==> src/include/opdec_pkg.sv <==
// opdec_pkg: shared types and constants of the first-page opcode decoder
`default_nettype none
package opdec_pkg;
	// ****************************************
	// encodings and addresses
	// ****************************************
	localparam logic [7:0]  PFX_PAGE2  = 8'h10;
	localparam logic [7:0]  PFX_PAGE3  = 8'h11;
	localparam logic [15:0] IDLE_ADDR  = 16'hFFFF;
	localparam logic [7:0]  ZERO_BYTE  = 8'h00;
	localparam logic [3:0]  NIB_JUMP   = 4'hE;
	localparam logic [3:0]  NIB_CLEAR  = 4'hF;
	// legal low nibbles of the memory and accumulator rows, bit n = nibble n
	localparam logic [15:0] MEM_LEGAL  = 16'hF7D9;
	localparam logic [15:0] ACC_LEGAL  = 16'hB7D9;
	// ****************************************
	// base cycle counts
	// ****************************************
	localparam logic [4:0] CYC_ACC    = 5'h02;
	localparam logic [4:0] CYC_MEM    = 5'h06;
	localparam logic [4:0] CYC_MEM_X  = 5'h07;
	localparam logic [4:0] CYC_JMP    = 5'h03;
	localparam logic [4:0] CYC_JMP_X  = 5'h04;
	localparam logic [4:0] CYC_BRA    = 5'h03;
	localparam logic [4:0] CYC_LONG_BRANCH_ALWAYS   = 5'h05;
	localparam logic [4:0] CYC_LCALL  = 5'h09;
	localparam logic [4:0] CYC_CCOP   = 5'h03;
	localparam logic [4:0] CYC_SWAP   = 5'h08;
	localparam logic [4:0] CYC_COPY   = 5'h06;
	localparam logic [4:0] CYC_LEA    = 5'h04;
	localparam logic [4:0] CYC_STACK  = 5'h05;
	localparam logic [4:0] CYC_RET    = 5'h05;
	localparam logic [4:0] CYC_IXADD  = 5'h03;
	localparam logic [4:0] CYC_RTI    = 5'h06;
	localparam logic [4:0] CYC_RTI_F  = 5'h0F;
	localparam logic [4:0] CYC_WAIT   = 5'h14;
	localparam logic [4:0] CYC_MUL    = 5'h0B;
	localparam logic [4:0] CYC_TRAP   = 5'h13;
	localparam logic [4:0] CYC_WIDE   = 5'h04;
	localparam logic [4:0] CYC_CALL   = 5'h07;
	localparam logic [4:0] CYC_IXLD   = 5'h03;
	// ****************************************
	// types
	// ****************************************
	typedef enum logic [1:0] {PG_FIRST, PG_SECOND, PG_THIRD} opdec_page_t;
	typedef enum logic [2:0] {MD_NONE, MD_INHERENT, MD_IMMED, MD_DIRECT,
		MD_INDEXED, MD_EXTENDED, MD_RELATIVE} opdec_mode_t;
	typedef enum logic [3:0] {CL_ILLEGAL, CL_PREFIX, CL_PAGED, CL_OUTSIDE, CL_RMW, CL_JUMP,
		CL_BRANCH, CL_LBRANCH, CL_LCALL, CL_CALL, CL_INHERENT, CL_CCOP, CL_REGMOVE,
		CL_LEA, CL_STACK, CL_ALU} opdec_class_t;
	typedef struct packed {
		opdec_class_t op_class;  // operation class
		logic [3:0]   sub_op;    // operation within the class (low nibble)
		opdec_mode_t  mode;      // addressing mode
		logic [4:0]   cycles;    // base cycle count
		logic [1:0]   length;    // base byte count, zero for prefix
		logic         variable;  // count grows with postbyte, mask or state
		logic         illegal;   // unused encoding
		opdec_page_t  page;      // page the byte was decoded on
	} opdec_info_t;
	typedef struct packed {
		logic [15:0] addr;   // bus address
		logic [7:0]  wdata;  // write data
		logic        rw;     // 1 read, 0 write
		logic        active; // step is valid
	} opdec_bus_t;
endpackage
`default_nettype wire

==> src/design/opdec_top.sv <==
// opdec_top: first-page opcode decoder with memory-clear bus sequencer
`timescale 1ns/1ps
`default_nettype none
// Functional notes
// RULE_01: direct memory ops and clear: 6 cycles, 2 bytes
// RULE_02: 0x60-0x6F indexed memory ops; indexed jump 3
// RULE_03: 0x70-0x7F extended: 7 cycles, 3 bytes; jump 4
// RULE_04: 0x10/0x11 are page prefixes, not instructions
// RULE_05: inherent single-byte opcodes with fixed cycle counts
// RULE_06: long branch 5/3, long call 9/3
// RULE_07: cc or/and 3/2, swap 8/2, copy 6/2
// RULE_08: 0x20-0x2F short branches, 3 cycles 2 bytes
// RULE_09: 0x30-0x33 effective address load, 4+ 2+
// RULE_10: 0x34-0x37 stack push/pull, 5+ cycles 2 bytes
// RULE_11: interrupt return 6/15; masked wait 20/2
// RULE_12: accumulator A and B rows, 2 cycles 1 byte
// RULE_13: 0x80-0x8B immediate A ops; wide subtract 4/3
// RULE_14: index compare 4/3, call 7/2, index load 3/3
// RULE_15: unused opcodes are flagged illegal
// RULE_16: clear reads the target, then writes zero
// RULE_17: extended clear runs seven bus steps with idles
// RULE_18: indexed extras from postbyte added to base
// RULE_19: illegal flag and registered outputs one clock later
// RULE_20: reset drops pending prefix page state
module opdec_top (
	input  wire logic                 clock,       // 50 MHz processor clock
	input  wire logic                 rst_n,       // asynchronous reset, active low
	input  wire logic                 op_valid,    // opcode byte valid this cycle
	input  wire logic [7:0]           op_byte,     // opcode byte from fetch
	input  wire logic                 pb_valid,    // postbyte extras valid
	input  wire logic [3:0]           pb_cycles,   // extra cycles from postbyte
	input  wire logic [1:0]           pb_bytes,    // extra bytes from postbyte
	input  wire logic [15:0]          pc,          // address of the opcode
	input  wire logic [15:0]          ea,          // effective target address
	output opdec_pkg::opdec_info_t    info_r,      // decoded fields
	output logic                      info_vld_r,  // info_r refreshed, one cycle
	output logic [5:0]                tot_cyc_r,   // base plus indexed extra cycles
	output logic [2:0]                tot_len_r,   // base plus indexed extra bytes
	output logic                      tot_vld_r,   // totals refreshed, one cycle
	output opdec_pkg::opdec_bus_t     bus_r,       // clear sequence bus step
	output logic                      clr_busy_r   // clear sequence running
);
	// ****************************************
	// decode table
	// ****************************************
	function automatic opdec_pkg::opdec_info_t decode(input logic [7:0] b);
		opdec_pkg::opdec_info_t d;
		logic [3:0] lo;
		lo = b[3:0];
		d = '{op_class: opdec_pkg::CL_ILLEGAL, sub_op: lo, mode: opdec_pkg::MD_NONE,
			cycles: 5'h00, length: 2'h0, variable: 1'b0, illegal: 1'b1, page: opdec_pkg::PG_FIRST};
		unique case (b[7:4])
			4'h0, 4'h6, 4'h7: begin
				// RULE_01 direct memory row
				if (opdec_pkg::MEM_LEGAL[lo]) begin
					d.illegal = 1'b0;
					d.op_class = (lo == opdec_pkg::NIB_JUMP) ? opdec_pkg::CL_JUMP : opdec_pkg::CL_RMW;
					d.mode = opdec_pkg::MD_DIRECT;
					d.length = 2'h2;
					d.cycles = (lo == opdec_pkg::NIB_JUMP) ? opdec_pkg::CYC_JMP : opdec_pkg::CYC_MEM;
					// RULE_02 indexed row, base counts
					if (b[7:4] == 4'h6) begin
						d.mode = opdec_pkg::MD_INDEXED;
						d.variable = 1'b1;
					end
					// RULE_03 extended row
					if (b[7:4] == 4'h7) begin
						d.mode = opdec_pkg::MD_EXTENDED;
						d.length = 2'h3;
						d.cycles = (lo == opdec_pkg::NIB_JUMP) ? opdec_pkg::CYC_JMP_X : opdec_pkg::CYC_MEM_X;
					end
				end
			end
			4'h1: begin
				d.illegal = 1'b0;
				d.length = 2'h1;
				d.mode = opdec_pkg::MD_INHERENT;
				d.op_class = opdec_pkg::CL_INHERENT;
				unique case (lo)
					// RULE_04 page prefixes carry no instruction
					4'h0, 4'h1: begin
						d.op_class = opdec_pkg::CL_PREFIX;
						d.mode = opdec_pkg::MD_NONE;
						d.length = 2'h0;
					end
					// RULE_05 inherent counts
					4'h2, 4'h3, 4'h9, 4'hD: d.cycles = opdec_pkg::CYC_ACC;
					// RULE_06 long branch and long call
					4'h6, 4'h7: begin
						d.op_class = (lo[0]) ? opdec_pkg::CL_LCALL : opdec_pkg::CL_LBRANCH;
						d.mode = opdec_pkg::MD_RELATIVE;
						d.cycles = (lo[0]) ? opdec_pkg::CYC_LCALL : opdec_pkg::CYC_LONG_BRANCH_ALWAYS;
						d.length = 2'h3;
					end
					// RULE_07 condition-code ops and register moves
					4'hA, 4'hC: begin
						d.op_class = opdec_pkg::CL_CCOP;
						d.mode = opdec_pkg::MD_IMMED;
						d.cycles = opdec_pkg::CYC_CCOP;
						d.length = 2'h2;
					end
					4'hE, 4'hF: begin
						d.op_class = opdec_pkg::CL_REGMOVE;
						d.cycles = (lo[0]) ? opdec_pkg::CYC_COPY : opdec_pkg::CYC_SWAP;
						d.length = 2'h2;
					end
					// RULE_15 unused in this row
					default: d = decode_bad(lo);
				endcase
			end
			4'h2: begin
				// RULE_08 short branches, condition in low nibble
				d.illegal = 1'b0;
				d.op_class = opdec_pkg::CL_BRANCH;
				d.mode = opdec_pkg::MD_RELATIVE;
				d.cycles = opdec_pkg::CYC_BRA;
				d.length = 2'h2;
			end
			4'h3: begin
				d.illegal = 1'b0;
				d.length = 2'h1;
				d.mode = opdec_pkg::MD_INHERENT;
				d.op_class = opdec_pkg::CL_INHERENT;
				unique case (lo)
					// RULE_09 effective address load, X Y S U
					4'h0, 4'h1, 4'h2, 4'h3: begin
						d.op_class = opdec_pkg::CL_LEA;
						d.mode = opdec_pkg::MD_INDEXED;
						d.cycles = opdec_pkg::CYC_LEA;
						d.length = 2'h2;
						d.variable = 1'b1;
					end
					// RULE_10 push and pull, plus one per byte
					4'h4, 4'h5, 4'h6, 4'h7: begin
						d.op_class = opdec_pkg::CL_STACK;
						d.cycles = opdec_pkg::CYC_STACK;
						d.length = 2'h2;
						d.variable = 1'b1;
					end
					// RULE_05 return, index add, multiply, trap
					4'h9: d.cycles = opdec_pkg::CYC_RET;
					4'hA: d.cycles = opdec_pkg::CYC_IXADD;
					4'hD: d.cycles = opdec_pkg::CYC_MUL;
					4'hF: d.cycles = opdec_pkg::CYC_TRAP;
					// RULE_11 short return is the base; full return 15
					4'hB: begin
						d.cycles = opdec_pkg::CYC_RTI;
						d.variable = 1'b1;
					end
					4'hC: begin
						d.cycles = opdec_pkg::CYC_WAIT;
						d.length = 2'h2;
					end
					default: d = decode_bad(lo);
				endcase
			end
			4'h4, 4'h5: begin
				// RULE_12 accumulator rows
				if (opdec_pkg::ACC_LEGAL[lo]) begin
					d.illegal = 1'b0;
					d.op_class = opdec_pkg::CL_RMW;
					d.mode = opdec_pkg::MD_INHERENT;
					d.cycles = opdec_pkg::CYC_ACC;
					d.length = 2'h1;
				end
			end
			4'h8: begin
				d.illegal = 1'b0;
				d.mode = opdec_pkg::MD_IMMED;
				d.op_class = opdec_pkg::CL_ALU;
				d.cycles = opdec_pkg::CYC_ACC;
				d.length = 2'h2;
				unique case (lo)
					// RULE_13 wide subtract; RULE_14 index compare
					4'h3, 4'hC: begin
						d.cycles = opdec_pkg::CYC_WIDE;
						d.length = 2'h3;
					end
					// RULE_14 short call and index load
					4'hD: begin
						d.op_class = opdec_pkg::CL_CALL;
						d.mode = opdec_pkg::MD_RELATIVE;
						d.cycles = opdec_pkg::CYC_CALL;
					end
					4'hE: begin
						d.cycles = opdec_pkg::CYC_IXLD;
						d.length = 2'h3;
					end
					// RULE_15 unused immediate slots
					4'h7, 4'hF: d = decode_bad(lo);
					default: d.cycles = opdec_pkg::CYC_ACC;
				endcase
			end
			default: begin
				// 0x90-0xFF handled by a separate table
				d.illegal = 1'b0;
				d.op_class = opdec_pkg::CL_OUTSIDE;
			end
		endcase
		return d;
	endfunction

	function automatic opdec_pkg::opdec_info_t decode_bad(input logic [3:0] lo);
		return '{op_class: opdec_pkg::CL_ILLEGAL, sub_op: lo, mode: opdec_pkg::MD_NONE,
			cycles: 5'h00, length: 2'h0, variable: 1'b0, illegal: 1'b1, page: opdec_pkg::PG_FIRST};
	endfunction

	// ****************************************
	// prefix page and decode register
	// ****************************************
	opdec_pkg::opdec_page_t page_r;
	opdec_pkg::opdec_info_t info_nxt;
	logic                   is_prefix;

	assign is_prefix = (op_byte == opdec_pkg::PFX_PAGE2) || (op_byte == opdec_pkg::PFX_PAGE3);

	always_comb begin
		info_nxt = decode(op_byte);
		// a paged byte belongs to the second- or third-page table, not this one
		if (page_r != opdec_pkg::PG_FIRST) begin
			info_nxt = '{op_class: opdec_pkg::CL_PAGED, sub_op: op_byte[3:0], mode: opdec_pkg::MD_NONE,
				cycles: 5'h00, length: 2'h0, variable: 1'b0, illegal: 1'b0, page: page_r};
		end
	end

	// RULE_20 reset and paged byte both end prefix state
	always_ff @(posedge clock or negedge rst_n) begin
		if (!rst_n) begin
			page_r <= opdec_pkg::PG_FIRST;
		end else if (op_valid) begin
			if (page_r == opdec_pkg::PG_FIRST && is_prefix)
				page_r <= op_byte[0] ? opdec_pkg::PG_THIRD : opdec_pkg::PG_SECOND;
			else
				page_r <= opdec_pkg::PG_FIRST;
		end
	end

	// RULE_19 fields registered one clock after the byte
	always_ff @(posedge clock or negedge rst_n) begin
		if (!rst_n) begin
			info_r <= '0;
			info_vld_r <= 1'b0;
		end else begin
			info_vld_r <= op_valid;
			if (op_valid)
				info_r <= info_nxt;
		end
	end

	// RULE_18 postbyte extras added to the indexed base
	always_ff @(posedge clock or negedge rst_n) begin
		if (!rst_n) begin
			tot_cyc_r <= '0;
			tot_len_r <= '0;
			tot_vld_r <= 1'b0;
		end else begin
			tot_vld_r <= 1'b0;
			if (info_vld_r) begin
				tot_cyc_r <= {1'b0, info_r.cycles};
				tot_len_r <= {1'b0, info_r.length};
				tot_vld_r <= (info_r.mode != opdec_pkg::MD_INDEXED);
			end else if (pb_valid && info_r.mode == opdec_pkg::MD_INDEXED) begin
				tot_cyc_r <= {1'b0, info_r.cycles} + {2'b00, pb_cycles};
				tot_len_r <= {1'b0, info_r.length} + {1'b0, pb_bytes};
				tot_vld_r <= 1'b1;
			end
		end
	end

	// ****************************************
	// memory clear bus sequence
	// ****************************************
	typedef enum logic [2:0] {ST_IDLE, ST_FETCH, ST_OPR_HI, ST_OPR_LO, ST_GAP1, ST_READ,
		ST_GAP2, ST_WRITE} opdec_clr_t;
	opdec_clr_t             clr_r;
	opdec_pkg::opdec_mode_t clr_mode_r;
	logic                   clr_go;

	assign clr_go = info_vld_r && info_r.op_class == opdec_pkg::CL_RMW
		&& info_r.sub_op == opdec_pkg::NIB_CLEAR && info_r.mode != opdec_pkg::MD_INHERENT;

	// RULE_16 read target before writing zero; RULE_17 idles at top address
	always_ff @(posedge clock or negedge rst_n) begin
		if (!rst_n) begin
			clr_r <= ST_IDLE;
			clr_mode_r <= opdec_pkg::MD_NONE;
		end else begin
			unique case (clr_r)
				ST_IDLE: if (clr_go) begin
					clr_r <= ST_FETCH;
					clr_mode_r <= info_r.mode;
				end
				ST_FETCH: clr_r <= ST_OPR_HI;
				ST_OPR_HI: clr_r <= (clr_mode_r == opdec_pkg::MD_EXTENDED) ? ST_OPR_LO : ST_GAP1;
				ST_OPR_LO: clr_r <= ST_GAP1;
				ST_GAP1: clr_r <= ST_READ;
				ST_READ: clr_r <= ST_GAP2;
				ST_GAP2: clr_r <= ST_WRITE;
				ST_WRITE: clr_r <= ST_IDLE;
			endcase
		end
	end

	always_ff @(posedge clock or negedge rst_n) begin
		if (!rst_n) begin
			bus_r <= '{addr: opdec_pkg::IDLE_ADDR, wdata: opdec_pkg::ZERO_BYTE, rw: 1'b1, active: 1'b0};
		end else begin
			bus_r.active <= (clr_r != ST_IDLE);
			bus_r.rw <= (clr_r != ST_WRITE);
			bus_r.wdata <= opdec_pkg::ZERO_BYTE;
			unique case (clr_r)
				ST_FETCH: bus_r.addr <= pc;
				ST_OPR_HI: bus_r.addr <= pc + 16'h0001;
				ST_OPR_LO: bus_r.addr <= pc + 16'h0002;
				ST_READ, ST_WRITE: bus_r.addr <= ea;
				default: bus_r.addr <= opdec_pkg::IDLE_ADDR;
			endcase
		end
	end

	always_ff @(posedge clock or negedge rst_n) begin
		if (!rst_n)
			clr_busy_r <= 1'b0;
		else
			clr_busy_r <= (clr_r != ST_IDLE);
	end
endmodule
`default_nettype wire

==> config.mk <==
export PLATFORM = sky130hd
export DESIGN_NAME = opdec_top
export DESIGN_NICKNAME = d
export VERILOG_FILES = /design/src/include/opdec_pkg.sv /design/src/design/opdec_top.sv
export SDC_FILE = /design/constraint.sdc
export NUM_CORES = 1
export LEC_CHECK = 0
export BUFFER_PORTS_ARGS = -buffer_cell sky130_fd_sc_hd__buf_2
export CAP_MARGIN = 20
export CELL_PAD_IN_SITES_DETAIL_PLACEMENT = 1
export CELL_PAD_IN_SITES_GLOBAL_PLACEMENT = 1
export CORE_AREA = 2 2 113 115
export CTS_BUF_LIST = sky130_fd_sc_hd__clkbuf_4 sky130_fd_sc_hd__clkbuf_8
export DETAILED_ROUTE_END_ITERATION = 8
export DIE_AREA = 0 0 115 117
export PLACE_DENSITY = 0.83
export SKIP_CTS_REPAIR_TIMING = 1
export SLEW_MARGIN = 15
export SYNTH_ARGS = -nofsm -noshare
export SYNTH_HDL_FRONTEND = slang
export SYNTH_SLANG_ARGS = --single-unit
==> constraint.sdc <==
create_clock -name clock -period 1.65 [get_ports clock]
set_input_delay 0.0825 -clock clock [delete_from_list [all_inputs] [get_ports clock]]
set_output_delay 0.0825 -clock clock [all_outputs]
set_load 0.05 [all_outputs]
# Word level (Yosys, flattened, before mapping)
# Memory sizes are Yosys's and may differ from the RTL's.
# Index checks and enable logic that the tools add are counted.
# totals
romBits,32
mem_count,2
out_inout_bits,60
register_bits,59
in_bits,50
# op_classes
n_lt_le_gt_ge,1
reduce_logical,37
add_sub_neg,4
eq_ne,39
muxes,50
# memory_table
name,words,width,read_ports,rd_ports_with_merged_regs,wr,line,rtl
(name not given),16,1,1,0,0,opdec_top.sv:159,if (opdec_pkg::ACC_LEGAL[lo]) begin
(name not given),16,1,1,0,0,opdec_top.sv:55,if (opdec_pkg::MEM_LEGAL[lo]) begin
# ops
op,n
one-hot mux 16 bit (4 select lines),1
one-hot mux 10 bit (6 select lines),1
"== test 4 x 3 -> 1 bit, second input constant",9
"== test 4 bit, second input constant",9
one-hot mux 5 bit (7 select lines),1
two-way mux 3 bit,11
one-hot mux 3 bit (8 select lines),1
one-hot mux 4 bit (6 select lines),1
two-way mux 22 bit,1
one-hot mux 4 bit (5 select lines),1
"== test 3 bit, second input constant",6
OR reduction 9 bit,2
"adder 16 x 1 -> 16 bit, second input constant",1
"adder 16 x 2 -> 16 bit, second input constant",1
"== test 4 x 2 -> 1 bit, second input constant",4
"== test 8 x 5 -> 1 bit, second input constant",2
one-hot mux 4 bit (4 select lines),1
OR reduction 2 bit,8
OR reduction 4 bit,4
OR reduction 14 bit,1
two-way mux 12 bit,1
two-way mux 4 bit,3
two-way mux 6 bit,2
one-hot mux 2 bit (3 select lines),2
34 further kinds,57

# Longest topological paths before layout
# depth
depth_word,6
depth_mapped,11
mapped_depth_nobuf,8

# Worst setup path after synthesis
# OpenSTA, ideal clock, no wires.
# synth_path
path_type,register -> register
start,register info_r[6] (netlist name)
end,register tot_cyc_r[4]
required_ps,1567
setup_slack_ps,-376
arrival_time_ps,1943
period_less_slack_ps,2026
path_stages_with_launch,9
path_buffers,0
setup_ps,83
cell_sequence,dfrtp_1 ha_1 inv_1 fa_1 nor2b_1 o21ai_0 a211oi_1 a21oi_1 o22ai_1
# synth_between
elab_chain_len,3
# synth_lines
element,line,rtl
start: declaration,opdec_top.sv:35,"output opdec_pkg::opdec_info_t info_r,"
start signal: assignment,opdec_top.sv:246,info_r <= info_nxt;
adder 5 x 4 -> 6 bit,opdec_top.sv:263,"tot_cyc_r <= {1'b0, info_r.cycles} + {2'b00, pb_cycles};"
two-way mux 6 bit,opdec_top.sv:262,end else if (pb_valid && info_r.mode == opdec_pkg::MD_INDEXED) begin
two-way mux 6 bit,opdec_top.sv:258,if (info_vld_r) begin
end signal: assignment,opdec_top.sv:259,"tot_cyc_r <= {1'b0, info_r.cycles};"
end signal: assignment,opdec_top.sv:263,
end: declaration,opdec_top.sv:37,"output logic [5:0] tot_cyc_r,"
# Every way passes these cells. The select of a mux whose other input is x is not followed.
# A chain may end at the register's enable or synchronous reset.

# Worst setup path after layout
# layout_path
start,register info_r[7] (netlist name)
end,register tot_cyc_r[4]
# The elaborated chain is that of the path after synthesis.

==> flow_metrics.env <==
export IMPL_run_status="finished, violations left"
export IMPL_violations="negative hold slack, negative setup slack"
export IMPL_cts_buffer_depth=2
export IMPL_track_usage=0.248
export IMPL_first_global_vias=4962
export IMPL_dp_hpwl_mm=13.0
export IMPL_setup_viol=1
export IMPL_crit_path_start_kind="register"
export IMPL_fmaxAchievable_mhz=604
export IMPL_synth_edf_count=0
export IMPL_syn_area_mm2=0.00443
export IMPL_postRouteAntennaNets=0
export IMPL_cp_required_ns=1.91
export IMPL_wl_per_cell_um=19.8
export IMPL_fin_crit_sh=1.00
export IMPL_max_stage_delay_ns=0.44
export IMPL_syn_area_per_cell_um2=8.61
export IMPL_drc=0
export IMPL_timing_rr_end="tot_cyc_r[4]$_DFFE_PN0P_"
export IMPL_cts_buffers=9
export IMPL_nNetsFinal=756
export IMPL_maxCapViolations=0
export IMPL_hold_start="ea[10]"
export IMPL_synth_top_cells_by_area="dfrtp_1 (24%), dfstp_2 (10%), a21oi_1 (5.1%), ha_1 (4.0%), nand2_1 (3.8%)"
export IMPL_first_pass_iters=5
export IMPL_cts_sinks=59
export IMPL_whs_endpoint="bus_r[20]$_DFF_PN1_"
export IMPL_die_x_um=115
export IMPL_area_delta_synth_final_pct=35.6
export IMPL_worstReg2RegStart="info_r[7]$_DFFE_PN0P_"
export IMPL_drv_slew=0
export IMPL_cts_tree="done"
export IMPL_via_per_inst=5.75
export IMPL_rrSetupSlack_ns=-0.006
export IMPL_numPlacedInstances=817
export IMPL_start_util=0.360
export IMPL_path_cells="inv_2, fa_2, nor2b_4, o21ai_2, a211oi_2, a21oi_1, o22ai_1"
export IMPL_critPathBufInv=1
export IMPL_hold_slack_ns=-0.00630
export IMPL_ff2ff_path_depth=7
export IMPL_cts_root_buffer="clkbuf_8"
export IMPL_irDropWorstVdd_v=0.000820
export IMPL_antenna_found_initial=0
export IMPL_power_density_mw_per_mm2=1100
export IMPL_rsz0062_at_grt="yes"
export IMPL_worstSetupPathType="reg -> reg"
export IMPL_sw_frac_of_total=0.448
export IMPL_worst_slew_pin_slew_ns=0.506
export IMPL_clk_latency_ns=0.35
export IMPL_whs_path_depth=3
export IMPL_seq_area_frac_synth=0.338
export IMPL_ios=110
export IMPL_clkPwrFrac=0.213
export IMPL_p_int_mw=3.65
export IMPL_slowest_stage="dfrtp_2"
export IMPL_drive_gt1_frac=0.412
export IMPL_antenna_cells=0
export IMPL_grt_pass1_wl_mm=26.1
export IMPL_place_gp_congestion=0.968
export IMPL_pwr_share_seq=0.310
export IMPL_io_buffers=101
export IMPL_yosysTopAreaCell="dfrtp_1"
export IMPL_synth_cell_type_count=84
export IMPL_clkSlewWorstSetupHoldPaths_ns=0.09
export IMPL_end_kind="register"
export IMPL_setup_slack_ns=-0.00564
export IMPL_drt_total_wl_mm=16.7
export IMPL_power_leakage_nw=2.75
export IMPL_power_switching_mw=2.97
export IMPL_ys_ff_latch=59
export IMPL_die_h_um=117
export IMPL_path_max_fanout=3
export IMPL_synth_flop_cell="dfrtp_1"
export IMPL_die_area_mm2=0.0135
export IMPL_synth_top_area_frac=0.237
export IMPL_fillers=1498
export IMPL_vias=4857
export IMPL_combPwrFrac=0.477
export IMPL_core_mm2=0.0123
export IMPL_synth_common_cells="a21oi_1 (45), nand2_1 (45), dfrtp_1 (42), inv_1 (26), o21ai_0 (22)"
export IMPL_hp_class="in -> reg"
export IMPL_cp_arrival_ns=1.92
export IMPL_cp_depth=7
export IMPL_final_cells=845
export IMPL_maxSlewHeadroom=0.660
export IMPL_grt_max_degree=36
export IMPL_yosysWarnings=0
export IMPL_cts_max_level=3
export IMPL_finalHoldViolCount=1
export IMPL_skew_ns=0.0236
export IMPL_overflow=0
export IMPL_rows=41
export IMPL_power_mw=6.62
export IMPL_syn_inst=515
export IMPL_layout_min_cycle_time_ns=1.66
export IMPL_path_delay_family="compound AO/OA/AOI/OAI gates"
export IMPL_drtIter0Drc=330
export IMPL_ys_async_sr_fraction=1.00
[power by group through the flow]
stage	Combinational (mW)	Sequential [mW]	Clock (mW)
2_1_floorplan	1.30	2.91	0
3_3_place_gp	3.03	2.06	0
3_5_place_dp	3.09	2.07	0
4_1_cts	3.11	2.05	1.43
5_1_grt	3.40	2.09	1.49
6_report	3.16	2.06	1.41
[final cells by class]
| cell class | count | area, µm² | share of cell area |
|---|---|---|---|
| clock inverters | 5 | 61.3 | 0.0102 |
| multi-input cells | 384 | 2660 | 0.442 |
| inverters | 28 | 113 | 0.0187 |
| repair buffers | 208 | 1330 | 0.222 |
| clock buffers | 11 | 151 | 0.0252 |
| flip-flops and latches | 59 | 1510 | 0.251 |
| well taps | 150 | 188 | 0.0312 |
[state kept, by name, indices dropped and copies added, names as in the netlist]
register    count
clr_busy_r      1
tot_len_r       3
info_vld_r      1
page_r          2
tot_vld_r       1
clr_mode_r      3
tot_cyc_r       6
info_r         22
bus_r          17
clr_r           3
[cells in the final DEF (no fill, tap or decap), types with 6 or more instances in the layout]
cell	n
ha_1	10
dfstp_2	17
mux2i_1	6
nor3b_1	6
nand2b_1	8
o22ai_1	13
dfrtp_2	8
o21a_1	6
a211oi_1	7
inv_1	23
o21ai_0	20
buf_4	99
clkbuf_8	11
a21oi_1	43
a22oi_1	6
conb_1	8
or3_1	6
dlygate4sd3_1	8
a21o_1	7
dfrtp_1	34
buf_2	100
nor2b_1	6
nor2_1	21
nand2_1	45
nand3_1	16
nor3_1	15
mux2_2	10
nor4_1	6
[stage by stage]
stage                     setup TNS, ns  utilization  cell area [µm²]  hold WS (ns)  setup WS, ns
final                          -0.00564        0.488             6010      -0.00630      -0.00564
after global routing             -0.176        0.488             6010        0.0171        -0.108
after CTS                       -0.0881        0.476             5860        -0.456       -0.0881
after detailed placement          -2.96        0.459             5650       -0.0786        -0.303
after global placement            -2.59        0.459             5650       -0.0797        -0.257
after floorplan                  -0.101            -             4550        -0.213       -0.0941
[worst reg2reg max path, delay by kind of cell (launching register included)]
family,cells,cell delay (ns)
compound gates,4,0.50
flops,1,0.44
fa+ha+maj,1,0.40
simple gates,1,0.14
buf+inv,1,0.11
[cells by family after synthesis]
| logic type | Yosys count | synth area share |
|---|---|---|
| XOR/XNOR | 5 | 0.00988 |
| buffers and inverters | 79 | 0.0847 |
| multiplexers | 18 | 0.0466 |
| adder cells (fa/ha/maj) | 16 | 0.0486 |
| flip-flops | 59 | 0.338 |
| AND/OR/NAND/NOR | 166 | 0.209 |
| AO/OA/AOI/OAI | 171 | 0.262 |
| other | 1 | 0.000846 |
[how the worst max path moves through the flow]
stage / slack [ns] / end / from
6_report: -0.006 / tot_cyc_r[4]$_DFFE_PN0P_ / info_r[7]$_DFFE_PN0P_
3_5_place_dp: -0.30 / info_r[7]$_DFFE_PN0P_ / op_byte[0]
3_3_place_gp: -0.26 / info_r[5]$_DFFE_PN0P_ / op_byte[0]
2_1_floorplan: -0.09 / tot_cyc_r[4]$_DFFE_PN0P_ / info_r[6]$_DFFE_PN0P_
4_1_cts: -0.09 / tot_cyc_r[4]$_DFFE_PN0P_ / info_r[7]$_DFFE_PN0P_
5_1_grt: -0.11 / tot_cyc_r[4]$_DFFE_PN0P_ / info_r[6]$_DFFE_PN0P_
[layer usage]
metal / GRT usage / share of wire / up-vias
met2: 0.420 / 0.49 / 172
met3: 0.0324 / 0.052 / 25
met5: 0 / 0 / -
met1: 0.330 / 0.44 / 2423
met4: 0.0819 / 0.018 / 0
li1: - / - / 2237
(Power assumes the default switching activity.)
